File: config.mk
export PLATFORM = sky130hd
export DESIGN_NAME = timer2_capture_reload_clockout
export DESIGN_NICKNAME = d
export VERILOG_FILES = /design/src/timer2_pkg.sv /design/src/timer2_capture_reload_clockout.sv
export VERILOG_INCLUDE_DIRS = /design/src /design/src/src
export SDC_FILE = /design/constraint.sdc
export NUM_CORES = 1
export LEC_CHECK = 0
export BUFFER_PORTS_ARGS = -buffer_cell sky130_fd_sc_hd__buf_2
export CAP_MARGIN = 20
export CORE_MARGIN = 1.5
export CORE_UTILIZATION = 60
export DETAILED_ROUTE_END_ITERATION = 8
export PLACE_DENSITY = 0.86
export SLEW_MARGIN = 10
export SYNTH_ARGS = -nofsm -noshare
export SYNTH_HDL_FRONTEND = slang
export SYNTH_SLANG_ARGS = --single-unit
File: constraint.sdc
create_clock -name pclk -period 5.24 [get_ports pclk]
set_input_delay 1.048 -clock pclk [delete_from_list [all_inputs] [get_ports pclk]]
set_output_delay 1.048 -clock pclk [all_outputs]
set_load 0.1 [all_outputs]
File: src/timer2_cfg.svh
// timer2_cfg.svh: register offsets, field positions, reset values and timing counts
// assumes: included by the timer2 block and the test bench, APB byte addressing
`ifndef TIMER2_CFG_SVH
`define TIMER2_CFG_SVH

// ============================================================
// register byte offsets
`define T2_OFF_CONTROL   12'h000
`define T2_OFF_MODE      12'h004
`define T2_OFF_COUNT     12'h008
`define T2_OFF_RELOAD    12'h00C
`define T2_OFF_STATUS    12'h010

// ============================================================
// control register fields
`define T2_CTL_OVF       7
`define T2_CTL_EXT       6
`define T2_CTL_SSI_HI    5
`define T2_CTL_SSI_LO    4
`define T2_CTL_EXEN      3
`define T2_CTL_RUN       2
`define T2_CTL_CSEL      1
`define T2_CTL_CPRL      0

// mode register fields
`define T2_MOD_PRE_HI    3
`define T2_MOD_PRE_LO    2
`define T2_MOD_CLKOE     1
`define T2_MOD_DOWN_COUNT_ENABLE      0

// ============================================================
// reset values and counts
`define T2_CTL_RESET     8'h00
`define T2_MOD_RESET     8'h00
`define T2_WORD_RESET    16'h0000
`define T2_ALL_ONES      16'hFFFF
`define T2_OSC_PER_STATE 2'h3
`define T2_DATA_ZERO     32'h0000_0000
`define T2_ADDR_W        12

`endif

File: src/timer2_pkg.sv
// timer2_pkg: types shared by the timer 2 block
// assumes: timer2_cfg.svh holds the numeric constants
package timer2_pkg;

   // ============================================================
   // operating mode of the counter
   typedef enum logic [2:0] {
      MODE_RELOAD,
      MODE_CLKOUT,
      MODE_CAPTURE,
      MODE_STOPPED,
      MODE_BAUD
   } t2_mode_t;

   // pins facing the outside world
   typedef struct packed {
      logic ext_trigger_pin;
      logic count_pin;
   } t2_pins_in_t;

   // baud ticks toward the serial ports, overflow and external event flags
   typedef struct packed {
      logic [2:0] baud_tick;
      logic       overflow_flag;
      logic       ext_event_flag;
   } t2_events_t;

endpackage : timer2_pkg

File: src/timer2_capture_reload_clockout.sv
// timer2_capture_reload_clockout: 16-bit timer/counter with capture, auto-reload,
// up/down count, clock-out and baud rate generation, reached over APB
// assumes: pins synchronous to pclk, pclk is the oscillator clock
//
// Notes on behaviour
// - capture mode counts 16 bits, wrap sets overflow flag, may interrupt
// - capture mode trigger fall copies count into reload/capture pair
// - that trigger fall sets the external event flag, interrupt capable
// - reset clears down-count enable, so auto-reload counts up
// - up count to FFFF, overflow sets flag and reloads from pair
// - with trigger enabled, trigger fall also reloads and sets event flag
// - up/down with pin high counts up, FFFF overflow sets flag, reloads
// - pin low counts down; equal to pair sets flag, loads FFFF
// - up/down: event flag toggles each wrap, never interrupts
// - clock-out counts preload to overflow, reloads, no interrupt
// - clock-out enable feeds overflows to divide-by-two driving output pin
// - clock-out timer rate is oscillator over three times prescale plus one
// - clock-out and baud run together sharing the reload/capture pair
// - nonzero port select gives baud mode; high byte rollover reloads
// - baud mode: no overflow flag; trigger fall sets event, no reload
// - baud mode advances every 1 to 4 state times by prescale
// - 11.0592 MHz, prescale 0: FFE8 gives 9600, FFFF gives 230400
// - port select 00 none, 01 port0, 10 port1, 11 port2
// - select zero: reload, clock-out, capture, stopped; reload default
`timescale 1ns/1ps
`include "timer2_cfg.svh"

module timer2_capture_reload_clockout
   import timer2_pkg::*;
(
   input  wire logic                   pclk,
   input  wire logic                   presetn,
   input  wire logic                   psel,
   input  wire logic                   penable,
   input  wire logic                   pwrite,
   input  wire logic [`T2_ADDR_W-1:0]  paddr,
   input  wire logic [31:0]            pwdata,
   output logic      [31:0]            prdata,
   output logic                        pready,
   output logic                        pslverr,
   input  wire t2_pins_in_t            pins_in,
   output logic                        clock_output_pin,
   output logic                        clock_output_oe,
   output t2_events_t                  events
);

   // ============================================================
   // registers
   logic [7:0]  ctl_r;
   logic [7:0]  mod_r;
   logic [15:0] count_r;
   logic [15:0] reload_r;
   logic [1:0]  pre_cnt_r;
   logic [1:0]  osc_cnt_r;
   logic        trig_d_r;
   logic        cpin_d_r;
   logic        div2_r;
   logic [2:0]  baud_r;

   // ============================================================
   // field views
   wire       run_bit              = ctl_r[`T2_CTL_RUN];
   wire       ext_trigger_enable   = ctl_r[`T2_CTL_EXEN];
   wire       counter_select       = ctl_r[`T2_CTL_CSEL];
   wire       capture_reload_select = ctl_r[`T2_CTL_CPRL];
   wire [1:0] serial_port_select   = ctl_r[`T2_CTL_SSI_HI:`T2_CTL_SSI_LO];
   wire [1:0] prescale_field       = mod_r[`T2_MOD_PRE_HI:`T2_MOD_PRE_LO];
   wire       clock_out_enable     = mod_r[`T2_MOD_CLKOE];
   wire       down_count_enable    = mod_r[`T2_MOD_DOWN_COUNT_ENABLE];

   // mode decode from select fields
   t2_mode_t  mode;
   assign mode = (serial_port_select != 2'h0) ? MODE_BAUD :
                 ({capture_reload_select, clock_out_enable} == 2'h0) ? MODE_RELOAD :
                 ({capture_reload_select, clock_out_enable} == 2'h1) ? MODE_CLKOUT :
                 ({capture_reload_select, clock_out_enable} == 2'h2) ? MODE_CAPTURE :
                 MODE_STOPPED;

   // ============================================================
   // apb decode
   wire acc     = psel & penable;
   wire wr      = acc & pwrite;
   wire hit_ctl = (paddr == `T2_OFF_CONTROL);
   wire hit_mod = (paddr == `T2_OFF_MODE);
   wire hit_cnt = (paddr == `T2_OFF_COUNT);
   wire hit_rld = (paddr == `T2_OFF_RELOAD);
   wire hit_sta = (paddr == `T2_OFF_STATUS);
   wire mapped  = hit_ctl | hit_mod | hit_cnt | hit_rld | hit_sta;

   assign pready  = 1'b1;
   assign pslverr = acc & ~mapped;

   // ============================================================
   // count tick: state time is three oscillator periods
   wire state_tick = (osc_cnt_r == `T2_OSC_PER_STATE - 2'h1);
   wire pre_done   = (pre_cnt_r == prescale_field);
   wire timer_tick = state_tick & pre_done;
   wire count_fall = cpin_d_r & ~pins_in.count_pin;
   wire trig_fall  = trig_d_r & ~pins_in.ext_trigger_pin;
   wire qual_fall  = trig_fall & ext_trigger_enable;
   wire run_ok     = run_bit & (mode != MODE_STOPPED);
   wire tick       = run_ok & (counter_select ? count_fall : timer_tick);

   // up/down direction only in auto-reload with down count enabled
   wire updown     = (mode == MODE_RELOAD) & down_count_enable;
   wire count_down = updown & ~pins_in.ext_trigger_pin;
   wire at_top     = (count_r == `T2_ALL_ONES);
   wire at_floor   = (count_r == reload_r);
   wire wrap_up    = tick & ~count_down & at_top;
   wire wrap_down  = tick & count_down & at_floor;
   wire wrap       = wrap_up | wrap_down;
   wire hi_roll    = tick & (count_r[15:8] == 8'hFF) & (count_r[7:0] == 8'hFF);

   // reload, capture and flag sources
   wire edge_reload = qual_fall & run_bit & (mode == MODE_RELOAD) & ~down_count_enable;
   wire set_ovf    = wrap & (mode != MODE_BAUD) & (mode != MODE_CLKOUT);
   wire set_ext    = qual_fall & ~updown;
   wire toggle_ext = wrap & updown;
   wire capture    = qual_fall & (mode == MODE_CAPTURE);

   // ============================================================
   // next count value
   logic [15:0] count_nxt;
   always_comb begin
      count_nxt = count_r;
      if (wr && hit_cnt) begin
         count_nxt = pwdata[15:0];
      end else if (wrap_down) begin
         count_nxt = `T2_ALL_ONES;
      end else if ((mode == MODE_BAUD) && hi_roll) begin
         count_nxt = reload_r;
      end else if (wrap_up && (mode != MODE_CAPTURE)) begin
         count_nxt = reload_r;
      end else if (edge_reload) begin
         count_nxt = reload_r;
      end else if (tick) begin
         count_nxt = count_down ? count_r - 16'h0001 : count_r + 16'h0001;
      end
   end

   // next control value: hardware set wins over software clear
   logic [7:0] ctl_nxt;
   always_comb begin
      ctl_nxt = (wr && hit_ctl) ? pwdata[7:0] : ctl_r;
      if (set_ovf) begin
         ctl_nxt[`T2_CTL_OVF] = 1'b1;
      end
      if (set_ext) begin
         ctl_nxt[`T2_CTL_EXT] = 1'b1;
      end else if (toggle_ext) begin
         ctl_nxt[`T2_CTL_EXT] = ~ctl_r[`T2_CTL_EXT];
      end
   end

   // ============================================================
   // prescaler and state time counters
   always_ff @(posedge pclk or negedge presetn) begin
      if (!presetn) begin
         osc_cnt_r <= 2'h0;
         pre_cnt_r <= 2'h0;
      end else begin
         osc_cnt_r <= state_tick ? 2'h0 : osc_cnt_r + 2'h1;
         if (state_tick) begin
            pre_cnt_r <= pre_done ? 2'h0 : pre_cnt_r + 2'h1;
         end
      end
   end

   // control, mode and counter registers
   always_ff @(posedge pclk or negedge presetn) begin
      if (!presetn) begin
         ctl_r   <= `T2_CTL_RESET;
         mod_r   <= `T2_MOD_RESET;
         count_r <= `T2_WORD_RESET;
      end else begin
         ctl_r   <= ctl_nxt;
         count_r <= count_nxt;
         if (wr && hit_mod) begin
            mod_r <= pwdata[7:0];
         end
      end
   end

   // reload/capture pair
   always_ff @(posedge pclk or negedge presetn) begin
      if (!presetn) begin
         reload_r <= `T2_WORD_RESET;
      end else if (capture) begin
         reload_r <= count_r;
      end else if (wr && hit_rld) begin
         reload_r <= pwdata[15:0];
      end
   end

   // pin edge history, divide-by-two clock output and baud tick registers
   always_ff @(posedge pclk or negedge presetn) begin
      if (!presetn) begin
         trig_d_r <= 1'b1;
         cpin_d_r <= 1'b1;
         div2_r   <= 1'b0;
         baud_r   <= 3'h0;
      end else begin
         trig_d_r <= pins_in.ext_trigger_pin;
         cpin_d_r <= pins_in.count_pin;
         if (clock_out_enable && wrap_up) begin
            div2_r <= ~div2_r;
         end
         baud_r[0] <= (serial_port_select == 2'h1) & hi_roll;
         baud_r[1] <= (serial_port_select == 2'h2) & hi_roll;
         baud_r[2] <= (serial_port_select == 2'h3) & hi_roll;
      end
   end

   // ============================================================
   // outputs
   assign clock_output_pin      = div2_r;
   assign clock_output_oe       = clock_out_enable & ~counter_select;
   assign events.baud_tick      = baud_r;
   assign events.overflow_flag  = ctl_r[`T2_CTL_OVF];
   assign events.ext_event_flag = ctl_r[`T2_CTL_EXT] & ~down_count_enable;

   // read mux
   wire [7:0] status = {5'h00, mode};
   always_comb begin
      prdata = `T2_DATA_ZERO;
      if (hit_ctl) begin
         prdata = {24'h000000, ctl_r};
      end else if (hit_mod) begin
         prdata = {24'h000000, mod_r};
      end else if (hit_cnt) begin
         prdata = {16'h0000, count_r};
      end else if (hit_rld) begin
         prdata = {16'h0000, reload_r};
      end else if (hit_sta) begin
         prdata = {24'h000000, status};
      end
   end

   // ============================================================
   // checks
   overflow_sets_a: assert property (@(posedge pclk) disable iff (!presetn)
      set_ovf |=> ctl_r[`T2_CTL_OVF]) else $error("overflow flag not set");
   capture_copy_a: assert property (@(posedge pclk) disable iff (!presetn)
      capture |=> reload_r == $past(count_r)) else $error("capture missed");
   reload_wrap_a: assert property (@(posedge pclk) disable iff (!presetn)
      (wrap_up && mode == MODE_RELOAD && !(wr && hit_cnt))
      |=> count_r == $past(reload_r)) else $error("reload on wrap missed");
   underflow_top_a: assert property (@(posedge pclk) disable iff (!presetn)
      (wrap_down && !(wr && hit_cnt)) |=> count_r == `T2_ALL_ONES)
      else $error("underflow load wrong");
   baud_no_ovf_a: assert property (@(posedge pclk) disable iff (!presetn)
      (mode == MODE_BAUD && !(wr && hit_ctl)) |=> $stable(ctl_r[`T2_CTL_OVF]) ||
      $past(ctl_r[`T2_CTL_OVF]) == 1'b0 && ctl_r[`T2_CTL_OVF] == 1'b0)
      else $error("flag moved in baud mode");
   event_toggle_a: assert property (@(posedge pclk) disable iff (!presetn)
      (toggle_ext && !set_ext && !(wr && hit_ctl))
      |=> ctl_r[`T2_CTL_EXT] != $past(ctl_r[`T2_CTL_EXT])) else $error("no toggle");
   freeze_a: assert property (@(posedge pclk) disable iff (!presetn)
      (!run_bit && !(wr && hit_cnt)) |=> $stable(count_r)) else $error("count moved");
   divider_a: assert property (@(posedge pclk) disable iff (!presetn)
      (clock_out_enable && wrap_up) |=> clock_output_pin != $past(clock_output_pin))
      else $error("divider missed");

   // ============================================================
   // further checks
   // flag setting, clearing and holding
   ext_set_a: assert property (@(posedge pclk) disable iff (!presetn)
      set_ext |=> ctl_r[`T2_CTL_EXT])
      else $error("event flag not set");
   reload_event_a: assert property (@(posedge pclk) disable iff (!presetn)
      edge_reload |=> ctl_r[`T2_CTL_EXT])
      else $error("reload edge left event flag clear");
   baud_event_a: assert property (@(posedge pclk) disable iff (!presetn)
      (mode == MODE_BAUD && qual_fall) |=> ctl_r[`T2_CTL_EXT])
      else $error("baud edge left event flag clear");
   updown_event_a: assert property (@(posedge pclk) disable iff (!presetn)
      (updown && qual_fall && !wrap && !(wr && hit_ctl)) |=> $stable(ctl_r[`T2_CTL_EXT]))
      else $error("trigger edge moved event flag in up/down");
   up_flag_a: assert property (@(posedge pclk) disable iff (!presetn)
      (wrap_up && mode == MODE_RELOAD) |=> ctl_r[`T2_CTL_OVF])
      else $error("reload overflow left flag clear");
   underflow_flag_a: assert property (@(posedge pclk) disable iff (!presetn)
      wrap_down |=> ctl_r[`T2_CTL_OVF])
      else $error("underflow left flag clear");
   clkout_flag_a: assert property (@(posedge pclk) disable iff (!presetn)
      (mode == MODE_CLKOUT && !(wr && hit_ctl)) |=> $stable(ctl_r[`T2_CTL_OVF]))
      else $error("flag moved in clock-out mode");
   ovf_clear_a: assert property (@(posedge pclk) disable iff (!presetn)
      (wr && hit_ctl && !pwdata[`T2_CTL_OVF] && !set_ovf) |=> !ctl_r[`T2_CTL_OVF])
      else $error("software clear of overflow flag lost");

   // count register paths
   capture_count_a: assert property (@(posedge pclk) disable iff (!presetn)
      (mode == MODE_CAPTURE && tick && !(wr && hit_cnt)) |=> count_r == $past(count_r) + 16'h0001)
      else $error("capture mode count step wrong");
   capture_hold_a: assert property (@(posedge pclk) disable iff (!presetn)
      (capture && !tick && !(wr && hit_cnt)) |=> $stable(count_r))
      else $error("capture disturbed the count");
   edge_reload_a: assert property (@(posedge pclk) disable iff (!presetn)
      (edge_reload && !(wr && hit_cnt)) |=> count_r == $past(reload_r))
      else $error("reload on trigger edge missed");
   up_count_a: assert property (@(posedge pclk) disable iff (!presetn)
      (updown && pins_in.ext_trigger_pin && tick && !at_top && !(wr && hit_cnt))
      |=> count_r == $past(count_r) + 16'h0001)
      else $error("up count step wrong");
   down_count_a: assert property (@(posedge pclk) disable iff (!presetn)
      (count_down && tick && !at_floor && !(wr && hit_cnt)) |=> count_r == $past(count_r) - 16'h0001)
      else $error("down count step wrong");
   clkout_reload_a: assert property (@(posedge pclk) disable iff (!presetn)
      (mode == MODE_CLKOUT && wrap_up && !(wr && hit_cnt)) |=> count_r == $past(reload_r))
      else $error("clock-out reload missed");
   baud_reload_a: assert property (@(posedge pclk) disable iff (!presetn)
      (mode == MODE_BAUD && hi_roll && !(wr && hit_cnt)) |=> count_r == $past(reload_r))
      else $error("baud rollover reload missed");
   baud_no_reload_a: assert property (@(posedge pclk) disable iff (!presetn)
      (mode == MODE_BAUD && qual_fall && !tick && !(wr && hit_cnt)) |=> $stable(count_r))
      else $error("baud trigger edge moved the count");
   stopped_hold_a: assert property (@(posedge pclk) disable iff (!presetn)
      (mode == MODE_STOPPED && !(wr && hit_cnt)) |=> $stable(count_r))
      else $error("count moved in stopped mode");

   // count rate
   state_time_a: assert property (@(posedge pclk) disable iff (!presetn)
      state_tick |=> (!state_tick) [*2] ##1 state_tick)
      else $error("state time not three clocks");
   tick_spacing_a: assert property (@(posedge pclk) disable iff (!presetn)
      timer_tick |=> (!timer_tick) [*2])
      else $error("timer ticks too close");

   // serial port ticks and clock output
   baud_onehot_a: assert property (@(posedge pclk) disable iff (!presetn)
      (hi_roll && serial_port_select != 2'h0)
      |=> events.baud_tick == (3'h1 << ($past(serial_port_select) - 2'h1)))
      else $error("baud tick on wrong port");
   baud_quiet_a: assert property (@(posedge pclk) disable iff (!presetn)
      !hi_roll |=> events.baud_tick == 3'h0)
      else $error("baud tick without rollover");
   divider_hold_a: assert property (@(posedge pclk) disable iff (!presetn)
      !(clock_out_enable && wrap_up) |=> $stable(clock_output_pin))
      else $error("clock output moved without overflow");
   shared_rate_a: assert property (@(posedge pclk) disable iff (!presetn)
      (mode == MODE_BAUD && clock_out_enable && hi_roll)
      |=> clock_output_pin != $past(clock_output_pin))
      else $error("clock output missed baud rollover");

endmodule : timer2_capture_reload_clockout

======== Word level (Yosys, flattened, before mapping) ========
Cells that the tools add are included.
operators by class
  $add $sub $neg .......................... 4
  eq/ne operators ......................... 21
  mux-type cells .......................... 25
  bitwise gates (word level) .............. 44
  reductions and logical operators ........ 15
operators by type and width
  cell                                                   count
  two-way mux 16 bit                                     13
  AND 1 bit                                              30
  equality test 12 x 4 -> 1 bit (second input constant)  2
  adder 16 x 1 -> 16 bit (second input constant)         1
  equality test 16 bit                                   1
  equality test 16 bit (second input constant)           1
  equality test 8 bit (second input constant)            2
  subtractor 16 x 1 -> 16 bit (second input constant)    1
  equality test 12 x 3 -> 1 bit (second input constant)  1
  equality test 12 x 5 -> 1 bit (second input constant)  1
  zero test 12 bit                                       1
  inverter 1 bit                                         9
  equality test 2 bit (second input constant)            4
  two-way mux 2 bit                                      4
  two-way mux 8 bit                                      1
  logical AND 1 bit                                      7
  two-way mux 3 bit                                      2
  != test 3 x 2 -> 1 bit (second input constant)         2
  nonzero test 2 bit                                     3
  nonzero test 6 bit                                     1
  two-way mux 1 bit                                      5
  OR 1 bit                                               5
  adder 2 x 1 -> 2 bit (second input constant)           2
  equality test 2 x 1 -> 1 bit (second input constant)   2
  8 further kinds                                        8
word-level totals
  flip-flop bits (word level) ............. 58
  input port bits ......................... 51
  output and inout bits ................... 41
  word-level logic and storage cells ...... 121

======== Depth between registers and ports, before layout ========
  depth in word-level cells ............... 16
  mapped depth ............................ 12
  gate-level depth less buffers ........... 10

======== Least setup slack after synthesis ========
Ideal clock, no wire load.
  path kind ............................... input port to output port
  from .................................... in paddr[2]
  to ...................................... out prdata[2]
  arrival time ............................ 4.287 ns
  data required time ...................... 4.192 ns
  slack ................................... -0.095 ns
  stages .................................. 4
  buffers on the path ..................... 2
  path through ............................ clkbuf_1 -> clkbuf_1 -> mux2i_1 -> o31ai_1
on the way
  longest elaborated chain between the ends .. 6
  elaborated cells on any way between the ends .. 10
  classes of those cells .................. eq/ne: 4; mux: 5; reduce/logical: 1
ends and longest elaborated chain
  item                                     RTL line                               source
  start: declaration                       timer2_capture_reload_clockout.sv:36   input wire logic [`T2_ADDR_W-1:0] paddr,
  equality test 12 x 5 -> 1 bit (no line)  --
  two-way mux 3 bit                        timer2_capture_reload_clockout.sv:234  end else if (hit_sta) begin
  two-way mux 16 bit                       timer2_capture_reload_clockout.sv:232  end else if (hit_rld) begin
  two-way mux 16 bit                       timer2_capture_reload_clockout.sv:230  end else if (hit_cnt) begin
  two-way mux 16 bit                       timer2_capture_reload_clockout.sv:228  end else if (hit_mod) begin
  two-way mux 16 bit *                     timer2_capture_reload_clockout.sv:226  if (hit_ctl) begin
  end: declaration                         timer2_capture_reload_clockout.sv:38   output logic [31:0] prdata,
Mark *: on every way between the ends. The rest lies on a longest branch, timed or not.

======== Final worst setup path ========
  from .................................... in paddr[10]
  to ...................................... out prdata[0]
Same word-level chain as after synthesis.

==> flow_metrics.py <==
metrics = {
    "synthesis": {
        "synth-compound-area-share": 0.136,
        "synth_area_mm2": 0.00429,
        "ys_types": 66,
        "synthFlopType": "dfrtp_1",
        "postSynthCellCount": 478,
        "async_flop_share": 1.00,
        "synth_xor_area_frac": 0.0674,
        "yosys-top-cells-area": "dfrtp_1 (33%), mux2i_1 (6.8%), xor2_1 (4.7%), nor2_1 (3.7%), nand2_1 (3.6%)",
        "syn_area_per_cell_um2": 8.97,
        "synth_top_area_cell": "dfrtp_1",
        "number_of_enable_type_register_cells_in_the_synthesized_netlist": 0,
        "synth_seq_area_share": 0.339,
        "post_synth_fa_ha_maj_area_fraction": 0.00292,
        "postSynthRegisterBits": 58,
        "netlist.area_leader.share": 0.327,
        "dominant_combinational_cell_family_by_area_after_synthesis": "simple AND/OR/NAND/NOR gates",
        "yosys.area_share.simple": 0.240,
        "multiplexer_share_of_the_synthesized_area": 0.140,
        "yosys_warn_count": 0,
    },
    "power_and_ir_drop": {
        "power.density_mw_per_mm2": 218,
        "power.share.sequential": 0.440,
        "power.clock.fraction": 0.449,
        "power.static_leakage_nw": 2.30,
        "pwr-share-comb": 0.111,
        "intPower_w": 0.000753,
        "netSwitchingPower_w": 0.000280,
        "irDropWorstVdd_v": 0.000164,
        "power.share.switching": 0.271,
    },
    "sta": {
        "fin_tns_setup_ps": 0,
        "post-route-period-util": 0.811,
        "timing_worst_slew_pin_value_ps": 838,
        "timing.clock.skew_ps": 8.27,
        "finalMaxSlewViolations": 0,
        "hold-worst-slack_ps": 432,
        "timing_hold_violations_final": 0,
        "grt_setup_unrepaired": "no",
        "layout_min_cycle_time_ps": 4250,
        "slew_headroom": 0.438,
        "fmaxAchievable_mhz": 235,
        "setup_viol": 0,
    },
    "floorplan": {
        "fp.dieW_um": 87.5,
        "boundaryPins": 92,
        "fp.dieH_um": 87.5,
        "initial_core_util": 0.627,
        "core_area_mm2": 0.00683,
        "row_count": 30,
        "floorplan.die_area_mm2": 0.00766,
    },
    "placement": {
        "dp_hpwl_um": 7770,
        "quantity_of_i_o_buffers_inserted_on_ports": 58,
        "gp_congestion": 0.944,
        "place_inst": 596,
    },
    "setup_path": {
        "slowest_delay_ps": 670,
        "nature_of_the_critical_path_startpoint": "input port",
        "path_class": "input port to primary output",
        "worstSetupEndpointType": "primary output",
        "reg2reg_from": "ctl_r[4]",
        "critical_path.top_delay_family": "simple AND/OR/NAND/NOR gates",
        "timing.critical_path.cells": "buf_2 -> nor4_2 -> nand3_1 -> nor4b_1 -> and2_1 -> a22o_1 -> buf_2",
        "critical_path.startpoint": "paddr[10]",
        "cp_data_required_time_ps": 4190,
        "worstPathBufferInverterCount": 2,
        "rr_worst_depth": 10,
        "crit_path_max_fanout": 4,
        "crit_top_cell": "buf_2",
        "worstPathArrival_ps": 3200,
        "worstSetupPathDepth": 7,
        "slowest_stage": "nor4b_1",
    },
    "grt": {
        "via_count_of_the_first_global_routing_pass": 3792,
        "initial_antenna_violation_count": 0,
        "grt_max_degree": 59,
        "globalRoute.totalOverflow": 0,
        "grt_util_all_layers": 0.314,
        "grt_pass1_wl_um": 18600,
    },
    "clock_network": {
        "cts_hold_buf": 0,
        "cts_root_buffer": "clkbuf_8",
        "tritoncts_clock_tree": "built",
        "clk_path_buf_depth": 2,
        "postCtsResizedCells": 0,
        "cts_num_sinks": 58,
        "clk_latency_ps": 340,
        "postCtsSetupBuffers": 0,
        "cts_inserted_buffers": 9,
        "clkSlewWorstSetupHoldPaths_ps": 70,
        "htree_levels": 3,
    },
    "finish": {
        "final_layout_size_suffix_gt1_frac": 0.232,
        "antennaDiodeCount": 0,
        "flow.area_growth_from_synthesis_pct": 10.6,
        "most_used_cells_in_the_layout_excluding_fill_and_tap_cells": "buf_2 (58), dfrtp_1 (56), nor2_1 (42)",
        "nets": 565,
        "most_common_library_cell_in_the_layout_ignoring_fill_and_taps": "buf_2",
        "final_cells": 614,
    },
    "drt": {
        "detailroute.via_count": 3989,
        "drt-total-wl_um": 11400,
        "dr.pass1.iters": 6,
        "initialDrtViolationCount": 505,
        "drc": 0,
        "vias_per_cell": 6.50,
        "drtAntennaViolNets": 0,
        "post_drt_wl_per_cell_um": 18.5,
    },
    "min_path": {
        "min_path_type": "flop to flop",
        "holdCritStartpoint": "osc_cnt_r[0]",
        "worstHoldPathCells": 1,
    },
    "flow_run": {
        "cap_violations": 0,
    },
    "outcome": {
        "run_status": "finished clean",
    },
}
==> cell families (layout without fill, tap and decap cells) <==
family	count (synthesis)	count (layout)
multiplexers	49	49
AND/OR/NAND/NOR	187	187
flip-flops	58	58
other	2	17
AO/OA/AOI/OAI	89	89
XOR/XNOR	33	33
adder cells (fa/ha/maj)	1	1
buffers and inverters	59	84
==> layout make-up <==
cell class,instances,area (um2)
Clock inverter,5,77.6
Sequential cell,58,1450
Multi-Input combinational cell,376,2580
Timing Repair Buffer,66,358
Inverter,2,7.51
Fill cell,529,2090
Clock buffer,11,141
Tap cell,96,120
==> registers in the layout, indices dropped and copies added, names as in the netlist, 2 cells and up <==
name,count
count_r,16
mod_r,8
osc_cnt_r,2
ctl_r,8
pre_cnt_r,2
baud_r,3
reload_r,16
==> metrics by stage <==
stage / util / total power [W] / setup WS, ps / instance area (um2)
global placement: 0.659 / 0.000575 / 1150 / 4500
CTS: 0.691 / 0.00104 / 1080 / 4720
global route: 0.694 / 0.00107 / 952 / 4740
floorplan: - / 0.000554 / 545 / 4350
finish: 0.694 / 0.00103 / 988 / 4740
detailed placement: 0.659 / 0.000577 / 1130 / 4500
==> cell usage after synthesis, types with 13 or more instances <==
master,number
mux2i_1,29
mux2_2,13
clkbuf_1,31
a31oi_1,13
dfrtp_1,56
nand2_1,41
buf_4,19
xor2_1,23
a21oi_1,21
o21ai_0,21
or3_1,20
nor2_1,42
==> worst paths after layout <==
check                                    end  slack (ps)
worst max register to register   count_r[12]        1800
worst max-delay path               prdata[0]         990
max in group asynchronous         count_r[3]        3900
worst min-delay path            osc_cnt_r[0]         430
worst min register to register  osc_cnt_r[0]         430
min in group asynchronous        count_r[13]         860
==> power groups by stage <==
stage	Combinational (W)	Clock [W]	Sequential (W)
after floorplan	0.0000936	0	0.000460
after CTS	0.000114	0.000467	0.000455
after global placement	0.000112	0	0.000463
after detailed placement	0.000114	0	0.000463
final	0.000115	0.000464	0.000455
after global routing	0.000122	0.000488	0.000455
==> metal layers <==
metal  up-vias  GRT usage  part of all wire  wire [um]
met3        25     0.0540             0.092       1050
met4         0      0.141             0.020        230
met1      1933      0.430              0.41       4690
li1       1766          -                 -          -
met2       265      0.490              0.47       5390
met5         -          0                 0          0
Note: power is estimated with default switching activity, not from simulation.
